File: config.mk
export PLATFORM = sky130hd
export DESIGN_NAME = status_flag_and_system_ops
export DESIGN_NICKNAME = d
export VERILOG_FILES = /design/src/rtl/flag_ops_pkg.sv /design/src/rtl/flag_op_decode.sv /design/src/rtl/status_flag_and_system_ops.sv
export VERILOG_INCLUDE_DIRS = /design/src /design/src/rtl
export SDC_FILE = /design/constraint.sdc
export NUM_CORES = 1
export LEC_CHECK = 0
export ABC_AREA = 0
export ABC_CLOCK_PERIOD_IN_PS = 1510
export BUFFER_PORTS_ARGS = -buffer_cell sky130_fd_sc_hd__buf_2
export CAP_MARGIN = 10
export CORE_UTILIZATION = 35
export DETAILED_ROUTE_END_ITERATION = 8
export PLACE_DENSITY = 0.64
export SLEW_MARGIN = 20
export SYNTH_ARGS = -nofsm -noshare
export SYNTH_HDL_FRONTEND = slang
export SYNTH_SLANG_ARGS = --single-unit
File: constraint.sdc
create_clock -name clk -period 1.51 [get_ports clk]
set_clock_uncertainty 0.15 [all_clocks]
set_input_delay 0.2265 -clock clk [delete_from_list [all_inputs] [get_ports clk]]
set_output_delay 0.2265 -clock clk [all_outputs]
set_load 0.005 [all_outputs]
File: src/rtl/flag_ops_map.svh
// status flag bit positions, reset value and instruction word patterns
// assumes an 8-bit status register and 16-bit instruction words
`ifndef FLAG_OPS_MAP_SVH
`define FLAG_OPS_MAP_SVH
`define FLAG_C         3'd0
`define FLAG_Z         3'd1
`define FLAG_N         3'd2
`define FLAG_V         3'd3
`define FLAG_S         3'd4
`define FLAG_H         3'd5
`define FLAG_T         3'd6
`define FLAG_I         3'd7
`define STATUS_FLAG_REGISTER_RESET 8'h00
// flag set/clear: 1001 0100 Bsss 1000, B=1 clears
`define FLAGOP_MASK    16'hff0f
`define FLAGOP_MATCH   16'h9408
// bit load: 1111 100d dddd 0bbb
`define BITLOAD_MASK   16'hfe08
`define BITLOAD_MATCH  16'hf800
`define SLEEP_WORD     16'h9588
`define BREAK_WORD     16'h9598
`define WATCHDOG_RESTART_WORD 16'h95a8
`define OP_CYCLES      1
`endif

File: src/rtl/flag_ops_pkg.sv
// types shared by the flag and system-op decoder
// assumes flag_ops_map.svh holds the numeric constants
package flag_ops_pkg;
    typedef enum logic [1:0] {
        SYS_NONE,
        SYS_SLEEP,
        SYS_WATCHDOG,
        SYS_BREAK
    } sys_op_t;

    typedef struct packed {
        logic       valid;
        logic       set_not_clear;
        logic [2:0] flag_sel;
    } flag_op_t;

    typedef struct packed {
        logic       valid;
        logic [4:0] reg_sel;
        logic [2:0] bit_sel;
    } bit_load_t;
endpackage : flag_ops_pkg

File: src/rtl/flag_op_decode.sv
// combinational decode of the flag, bit-load and system instruction words
// assumes a 16-bit instruction word valid while insn_valid is high
`include "flag_ops_map.svh"
module flag_op_decode (
    input  wire logic                  insn_valid, // word present
    input  wire logic [15:0]           insn,       // instruction word
    output flag_ops_pkg::flag_op_t     flag_op,    // flag set/clear decode
    output flag_ops_pkg::bit_load_t    bit_load,   // bit-load decode
    output flag_ops_pkg::sys_op_t      sys_op      // system op decode
);
    always_comb begin
        flag_op.valid         = insn_valid && ((insn & `FLAGOP_MASK) == `FLAGOP_MATCH);
        flag_op.set_not_clear = ~insn[7];
        flag_op.flag_sel      = insn[6:4];
        bit_load.valid        = insn_valid && ((insn & `BITLOAD_MASK) == `BITLOAD_MATCH);
        bit_load.reg_sel      = insn[8:4];
        bit_load.bit_sel      = insn[2:0];
        sys_op                = flag_ops_pkg::SYS_NONE;
        if (insn_valid) begin
            unique case (insn)
                `SLEEP_WORD: sys_op = flag_ops_pkg::SYS_SLEEP;
                `WATCHDOG_RESTART_WORD: sys_op = flag_ops_pkg::SYS_WATCHDOG;
                `BREAK_WORD: sys_op = flag_ops_pkg::SYS_BREAK;
                default:     sys_op = flag_ops_pkg::SYS_NONE;
            endcase
        end
    end
endmodule : flag_op_decode

File: src/rtl/status_flag_and_system_ops.sv
// status flag register with single-cycle flag, bit-load and system ops
// assumes the core presents one instruction word per clock; register file outside
// Function
// RULE1: bit load copies transfer flag into register bit
// RULE2: sign set/clear ops force only sign flag
// RULE3: overflow set/clear ops force only overflow flag
// RULE4: half carry set/clear ops force only half carry
// RULE5: sleep takes one cycle, signals sleep logic
// RULE6: watchdog restart takes one cycle, pulses watchdog
// RULE7: break goes only to debug, flags kept
// RULE8: carry, negative, zero, irq, transfer set/clear
`include "flag_ops_map.svh"
module status_flag_and_system_ops (
    input  wire logic        clk,            // core clock, 50 MHz
    input  wire logic        arst_n,         // async reset, active low
    input  wire logic        insn_valid,     // instruction word present
    input  wire logic [15:0] insn,           // instruction word
    input  wire logic [7:0]  rd_value,       // current destination register value
    input  wire logic        debug_enabled,  // on-chip debug system present
    output logic [7:0]       status_flags,   // status flag register
    output logic             wr_en,          // register file write strobe
    output logic [4:0]       wr_sel,         // register file write index
    output logic [7:0]       wr_data,        // register file write data
    output logic             sleep_req,      // one-cycle pulse to sleep logic
    output logic             watchdog_kick,  // one-cycle pulse to watchdog
    output logic             debug_break     // one-cycle pulse to debug system
);
    logic                    rst_meta_ff;
    logic                    nxt_rst_meta;
    logic                    rst_sync_ff;
    logic                    nxt_rst_sync;
    flag_ops_pkg::flag_op_t  flag_op;
    flag_ops_pkg::bit_load_t bit_load;
    flag_ops_pkg::sys_op_t   sys_op;
    logic                    flag_set_go;
    logic                    flag_clear_go;
    logic                    carry_set_op;
    logic                    carry_clear_op;
    logic                    zero_flag_set_op;
    logic                    zero_flag_clear_op;
    logic                    negative_set_op;
    logic                    negative_clear_op;
    logic                    overflow_set_op;
    logic                    overflow_clear_op;
    logic                    sign_flag_set_op;
    logic                    sign_flag_clear_op;
    logic                    half_carry_set_op;
    logic                    half_carry_clear_op;
    logic                    transfer_flag_set_op;
    logic                    transfer_flag_clear_op;
    logic                    global_irq_enable_op;
    logic                    global_irq_disable_op;
    logic [7:0]              flag_set_mask;
    logic [7:0]              flag_clear_mask;
    logic [7:0]              status_flag_register_ff;
    logic [7:0]              nxt_status_flag_register;
    logic                    transfer_bit_load;
    logic [7:0]              load_bits;
    logic                    wr_en_ff;
    logic                    nxt_wr_en;
    logic [4:0]              wr_sel_ff;
    logic [4:0]              nxt_wr_sel;
    logic [7:0]              wr_data_ff;
    logic [7:0]              nxt_wr_data;
    logic                    sleep_op;
    logic                    watchdog_restart_op;
    logic                    break_op;
    logic                    sleep_ff;
    logic                    nxt_sleep;
    logic                    wdog_ff;
    logic                    nxt_wdog;
    logic                    brk_ff;
    logic                    nxt_brk;

    // reset drops at once but leaves on the clock, so no flop sees a runt release
    always_comb begin
        nxt_rst_meta = 1'b1;
        nxt_rst_sync = rst_meta_ff;
    end

    always_ff @(posedge clk or negedge arst_n) begin
        if (!arst_n) begin
            rst_meta_ff <= 1'b0;
            rst_sync_ff <= 1'b0;
        end else begin
            rst_meta_ff <= nxt_rst_meta;
            rst_sync_ff <= nxt_rst_sync;
        end
    end

    flag_op_decode u_decode (
        .insn_valid (insn_valid),
        .insn       (insn),
        .flag_op    (flag_op),
        .bit_load   (bit_load),
        .sys_op     (sys_op)
    );

    // one named strobe per flag instruction
    always_comb begin
        flag_set_go            = flag_op.valid && flag_op.set_not_clear;
        flag_clear_go          = flag_op.valid && !flag_op.set_not_clear;
        carry_set_op           = flag_set_go && (flag_op.flag_sel == `FLAG_C); // RULE8
        carry_clear_op         = flag_clear_go && (flag_op.flag_sel == `FLAG_C); // RULE8
        zero_flag_set_op       = flag_set_go && (flag_op.flag_sel == `FLAG_Z); // RULE8
        zero_flag_clear_op     = flag_clear_go && (flag_op.flag_sel == `FLAG_Z); // RULE8
        negative_set_op        = flag_set_go && (flag_op.flag_sel == `FLAG_N); // RULE8
        negative_clear_op      = flag_clear_go && (flag_op.flag_sel == `FLAG_N); // RULE8
        overflow_set_op        = flag_set_go && (flag_op.flag_sel == `FLAG_V); // RULE3
        overflow_clear_op      = flag_clear_go && (flag_op.flag_sel == `FLAG_V); // RULE3
        sign_flag_set_op       = flag_set_go && (flag_op.flag_sel == `FLAG_S); // RULE2
        sign_flag_clear_op     = flag_clear_go && (flag_op.flag_sel == `FLAG_S); // RULE2
        half_carry_set_op      = flag_set_go && (flag_op.flag_sel == `FLAG_H); // RULE4
        half_carry_clear_op    = flag_clear_go && (flag_op.flag_sel == `FLAG_H); // RULE4
        transfer_flag_set_op   = flag_set_go && (flag_op.flag_sel == `FLAG_T); // RULE8
        transfer_flag_clear_op = flag_clear_go && (flag_op.flag_sel == `FLAG_T); // RULE8
        global_irq_enable_op   = flag_set_go && (flag_op.flag_sel == `FLAG_I); // RULE8
        global_irq_disable_op  = flag_clear_go && (flag_op.flag_sel == `FLAG_I); // RULE8
    end

    // strobes gathered by flag position, so the bit order lives in the map only
    always_comb begin
        flag_set_mask            = 8'h00;
        flag_clear_mask          = 8'h00;
        flag_set_mask[`FLAG_C]   = carry_set_op;
        flag_clear_mask[`FLAG_C] = carry_clear_op;
        flag_set_mask[`FLAG_Z]   = zero_flag_set_op;
        flag_clear_mask[`FLAG_Z] = zero_flag_clear_op;
        flag_set_mask[`FLAG_N]   = negative_set_op;
        flag_clear_mask[`FLAG_N] = negative_clear_op;
        flag_set_mask[`FLAG_V]   = overflow_set_op;
        flag_clear_mask[`FLAG_V] = overflow_clear_op;
        flag_set_mask[`FLAG_S]   = sign_flag_set_op;
        flag_clear_mask[`FLAG_S] = sign_flag_clear_op;
        flag_set_mask[`FLAG_H]   = half_carry_set_op;
        flag_clear_mask[`FLAG_H] = half_carry_clear_op;
        flag_set_mask[`FLAG_T]   = transfer_flag_set_op;
        flag_clear_mask[`FLAG_T] = transfer_flag_clear_op;
        flag_set_mask[`FLAG_I]   = global_irq_enable_op;
        flag_clear_mask[`FLAG_I] = global_irq_disable_op;
    end

    // one slice per bit: a flag moves only when its own strobe fires
    genvar g;
    generate
        for (g = 0; g < 8; g++) begin : g_bit
            always_comb begin
                nxt_status_flag_register[g] = status_flag_register_ff[g];
                if (flag_set_mask[g]) begin
                    nxt_status_flag_register[g] = 1'b1; // RULE2 RULE3 RULE4 RULE8
                end else if (flag_clear_mask[g]) begin
                    nxt_status_flag_register[g] = 1'b0; // RULE2 RULE3 RULE4 RULE8
                end
            end
            // destination bit takes the transfer flag only where the index points
            always_comb begin
                load_bits[g] = rd_value[g];
                if (bit_load.bit_sel == 3'(g)) begin
                    load_bits[g] = status_flag_register_ff[`FLAG_T]; // RULE1
                end
            end
        end
    endgenerate

    always_ff @(posedge clk or negedge rst_sync_ff) begin
        if (!rst_sync_ff) begin
            status_flag_register_ff <= `STATUS_FLAG_REGISTER_RESET;
        end else begin
            status_flag_register_ff <= nxt_status_flag_register;
        end
    end

    // write-back is registered: the register file sees the write a cycle later
    always_comb begin
        transfer_bit_load = bit_load.valid;
        nxt_wr_en         = transfer_bit_load; // RULE1
        nxt_wr_sel        = bit_load.reg_sel;
        nxt_wr_data       = load_bits; // RULE1
    end

    always_ff @(posedge clk or negedge rst_sync_ff) begin
        if (!rst_sync_ff) begin
            wr_en_ff   <= 1'b0;
            wr_sel_ff  <= 5'h00;
            wr_data_ff <= 8'h00;
        end else begin
            wr_en_ff   <= nxt_wr_en;
            wr_sel_ff  <= nxt_wr_sel;
            wr_data_ff <= nxt_wr_data;
        end
    end

    // system words only raise pulses; the flag register never sees them
    always_comb begin
        sleep_op            = (sys_op == flag_ops_pkg::SYS_SLEEP);
        watchdog_restart_op = (sys_op == flag_ops_pkg::SYS_WATCHDOG);
        break_op            = (sys_op == flag_ops_pkg::SYS_BREAK);
        // without debug hardware a break acts as no operation
        nxt_sleep           = sleep_op; // RULE5
        nxt_wdog            = watchdog_restart_op; // RULE6
        nxt_brk             = break_op && debug_enabled; // RULE7
    end

    always_ff @(posedge clk or negedge rst_sync_ff) begin
        if (!rst_sync_ff) begin
            sleep_ff <= 1'b0;
            wdog_ff  <= 1'b0;
            brk_ff   <= 1'b0;
        end else begin
            sleep_ff <= nxt_sleep;
            wdog_ff  <= nxt_wdog;
            brk_ff   <= nxt_brk;
        end
    end

    assign status_flags  = status_flag_register_ff;
    assign wr_en         = wr_en_ff;
    assign wr_sel        = wr_sel_ff;
    assign wr_data       = wr_data_ff;
    assign sleep_req     = sleep_ff;
    assign watchdog_kick = wdog_ff;
    assign debug_break   = brk_ff;
endmodule : status_flag_and_system_ops

# Word level (Yosys, flattened, before mapping)
# Index checks and enable logic that the tools add are counted.
# totals
ff_bits	27
out_inout_bits	25
input_bits	28
elab_cells	96
# op_classes
reduce_logical	31
n_bitwise	1
muxes	26
eq_ne	22
# op_table
cell	n
$eq A16 B16 Y1 const B	3
$eq A3 B3 Y1 const B	8
$mux W1	24
$logic_and A1 B1 Y1	21
$reduce_bool A2 Y1	8
$eq A12 B12 Y1 const B	1
$eq A3 B2 Y1 const B	4
$eq A8 B8 Y1 const B	1
$eq A3 B1 Y1 const B	2
$logic_not A3 Y1	2
$pmux W2 S3	1
$eq A2 B2 Y1 const B	2
$eq A2 B1 Y1 const B	1
$mux W2	1
$not A1 Y1	1

# Depth between registers and ports, before layout
# depth
depth_word	6
ltp_mapped	5

# Hierarchy
# From an unflattened synthesis, not the netlist that was laid out.
# unflattened
cells_unflattened	86
area_unflattened_um2	1208.7
# by_module_without_submodules
mod	cells_per_inst	area_each_um2	seq_area_each_um2	n_inst
status_flag_and_system_ops	63	1029.7	675.6	1
flag_op_decode	23	178.9	0.0	1

# Worst setup path before layout
# Ideal clock, no wire load.
# synth_timing
path_kind	input to register
from	in insn[2]
to	reg status_flag_register_ff[5] (netlist: status_flags[5])
path_slack_ns	0.086
path_stages	5
setup_time_ns	0.133
arrival_ns	1.141
required_time_ns	1.227
path_cell_list	buf_2 -> nor3_4 -> nand4_2 -> o31ai_1 -> o41ai_1
# synth_between
elab_chain_cells	5
# synth_rtl
element	line_no	source
start, declared	status_flag_and_system_ops.sv:17	input wire logic [15:0] insn,
$eq A12 B12 Y1 (no source line) *	n/a	
$logic_and A1 B1 Y1 *	flag_op_decode.sv:12	flag_op.valid = insn_valid && ((insn & `FLAGOP_MASK) == `FLAGOP_MATCH);
$logic_and A1 B1 Y1, on equally long branches	status_flag_and_system_ops.sv:101, status_flag_and_system_ops.sv:102	
$logic_and A1 B1 Y1, on equally long branches	status_flag_and_system_ops.sv:113, status_flag_and_system_ops.sv:114	
$mux W1 or $reduce_bool A2 Y1 (tied branches)	n/a	
end signal, assigned	status_flag_and_system_ops.sv:167	status_flag_register_ff <= `STATUS_FLAG_REGISTER_RESET;
end signal, assigned	status_flag_and_system_ops.sv:169	status_flag_register_ff <= nxt_status_flag_register;
end, declared	status_flag_and_system_ops.sv:55	logic [7:0] status_flag_register_ff;
# Mark *: on every way between the ends. The rest lies on a longest branch, timed or not.
# A chain may end at the register's enable or synchronous reset.

# Final worst setup path
# layout_timing
from	in insn[4]
to	reg status_flag_register_ff[2] (netlist: status_flags[2])
# layout_between
elab_chain_cells	3
# layout_rtl
element	line_no
$eq A3 B2 Y1 (no source line) *	n/a
$logic_and A1 B1 Y1, on equally long branches	status_flag_and_system_ops.sv:107, status_flag_and_system_ops.sv:108
$mux W1 or $reduce_bool A2 Y1 (tied branches)	n/a
# Marked as above.

==> out/results.txt <==
Place WS - -125 ps
I/O Pins - 53
Post-Syn Area - 1130 µm²
Synth cell types - 24
setup bufs post-CTS - 0
RSZ-0062 raised after global routing - yes
Peak Freq - 653 MHz
total wire length - 3.01 mm
Min-Delay Path Class - primary input to flip-flop
Critical Path AT - 1590 ps
final worst path period share - 1.01
clock latency on the worst-skew pair - 310 ps
Final Hold Viols - 0
row count - 20
starting density of the core - 0.371
I/O Buffers - 52
DP HPWL - 1.98 mm
failing checks - negative setup slack
CTS Buf Count - 3
clk buf depth - 2
syn_nets - 113
Total Nets Final - 199
# fillers - 291
sequential area share after synthesis - 0.597
DR WL/cell - 14.1 µm
Placer Congestion - 0.758
pin count of the biggest net entering global routing - 26
most common cell after layout, fill and taps aside - buf_2
fin crit period - 1530 ps
Setup Viol. Count Final - 1
Leakage - 0.880 nW
FF-to-FF path depth - 1
vias post-DR - 1083
Clock Pin Slew Worst Setup and Hold Paths - 140 ps
layout cells sized above 1 - 0.518
Root Driver - clkbuf_4
Avg Inst Size Synth - 13.3 µm²
Worst Setup End Kind - flip-flop
power per cell area - 695 nW/µm²
commonest non-fill, non-tap cells in the layout - buf_2, dfrtp_1, dlygate4sd3_1
DRT antenna net count - 0
global-route wire length before repair - 4.54 mm
drt first pass iters - 4
Area growth, synth to finish - 60.7%
grt ovf - 0
Max Cap Viol - 0
initial antenna violation count - 0
synthesis warning total - 0
drt via density - 5.06
GRT Overall Usage - 0.173
status - finished, violations left
DIE AREA - 3470 µm²
# H-tree levels - 1
hold path cells - 3
vias in the first global route - 1061
chip width - 58.9 µm
Worst Path Required - 1570 ps
CP max FO - 5
core area - 3050 µm²
drt first-iter violations - 56
CTS tree - done
Final TNS setup - -20.5 ps
Cells after Synth - 85
# DRC - 0
Pins Over Slew Limit - 0
die height - 58.9 µm
Yosys reg bits - 27
peak supply drop - 0.000349 V
Clock Sinks - 27
Worst setup SP type - primary input
ant diodes - 0
Setup WS post-layout - -20.5 ps
Worst Setup Path Type - primary input to flip-flop
## Yosys cell counts
cell	instances	area [µm²]
nand4b_4	1	23.8
nor2b_1	3	18.8
buf_1	1	3.75
nor4b_1	1	8.76
or2_1	1	6.26
mux2_2	8	90.1
o31ai_1	8	60.1
nand4b_1	1	8.76
o41ai_1	8	70.1
dfrtp_1	27	676
nor3_1	2	10.0
nor3_4	1	16.3
conb_1	1	3.75
nand4_2	1	12.5
nand3b_1	3	22.5
nand4_1	2	12.5
nor2_1	4	15.0
nand2_1	2	7.51
nand4bb_1	1	11.3
nor3b_1	2	15.0
nand3_1	2	10.0
buf_2	3	15.0
or3b_1	1	8.76
and2_1	1	6.26
## state kept, by name, indices dropped and copies added (netlist names)
| signal | count |
|---|---|
| debug_break | 1 |
| nxt_rst_sync | 1 |
| rst_sync_ff | 1 |
| sleep_req | 1 |
| status_flags | 8 |
| watchdog_kick | 1 |
| wr_data | 8 |
| wr_en | 1 |
| wr_sel | 5 |
## layout make-up
class | instances | area [µm²] | area share
Timing Repair Buffer | 84 | 543 | 0.298
Clock buffer | 3 | 22.5 | 0.0124
Clock inverter | 1 | 5.00 | 0.00275
Multi-Input combinational cell | 55 | 518 | 0.285
Tap cell | 44 | 55.1 | 0.0303
Sequential cell | 27 | 676 | 0.371
## cell families after synthesis
kind of cell	after synthesis	share of synthesized area
mux	8	0.0796
other cells	1	0.00331
compound gates	16	0.115
flops	27	0.597
simple gates	29	0.189
buf+inv	4	0.0166
## what timing repair did
item | 4_1_cts | 5_1_grt
setup endpoints to repair | 0 | 6
hold buffers | 15 | 2
endpoints found under the hold margin | 15 | 2
gates resized for setup | 0 | 9
## path summary, 6_finish.rpt
path                                  from              end  slack [ps]
min in group asynchronous           arst_n     nxt_rst_sync          50
hold reg to reg                rst_sync_ff       wr_data[4]          80
setup reg to reg           status_flags[6]       wr_data[1]         430
hold / removal                     insn[8]    watchdog_kick          30
max in group asynchronous      rst_sync_ff       wr_data[2]         890
setup / recovery                   insn[4]  status_flags[2]         -20
## per-stage QoR
step | area, µm² | instances | power, mW | hold slack, ps | utilization
floorplan | 1130 | 85 | 0.828 | -219 | -
global placement | 1540 | 192 | 0.924 | -139 | 0.505
detailed placement | 1540 | 192 | 0.930 | -136 | 0.505
CTS | 1720 | 211 | 1.26 | 1.21 | 0.563
global route | 1820 | 214 | 1.33 | 23.4 | 0.596
finish | 1820 | 214 | 1.26 | 33.7 | 0.596
## routing by layer
metal,wire (µm),track usage,up-vias,share of wire
li1,-,-,500,-
met1,1180,0.201,533,0.39
met2,1660,0.313,48,0.55
met3,156,0.0374,2,0.052
met4,10,0.0612,0,0.0033
met5,0,0,-,0
## report_power, final
group / switching, mW / leakage [nW] / total (mW) / internal (mW)
logic: 0.0945 / 0.517 / 0.209 / 0.114
clock network: 0.204 / 0.0177 / 0.303 / 0.0991
registers: 0.00643 / 0.345 / 0.752 / 0.746
total: 0.305 / 0.880 / 1.26 / 0.959
## critical path: stages
cell and delay (ps):
dlygate4sd3_1 530, buf_2 160, nand4b_4 250, o41ai_1 410
Power figures use the tool's default switching activity.
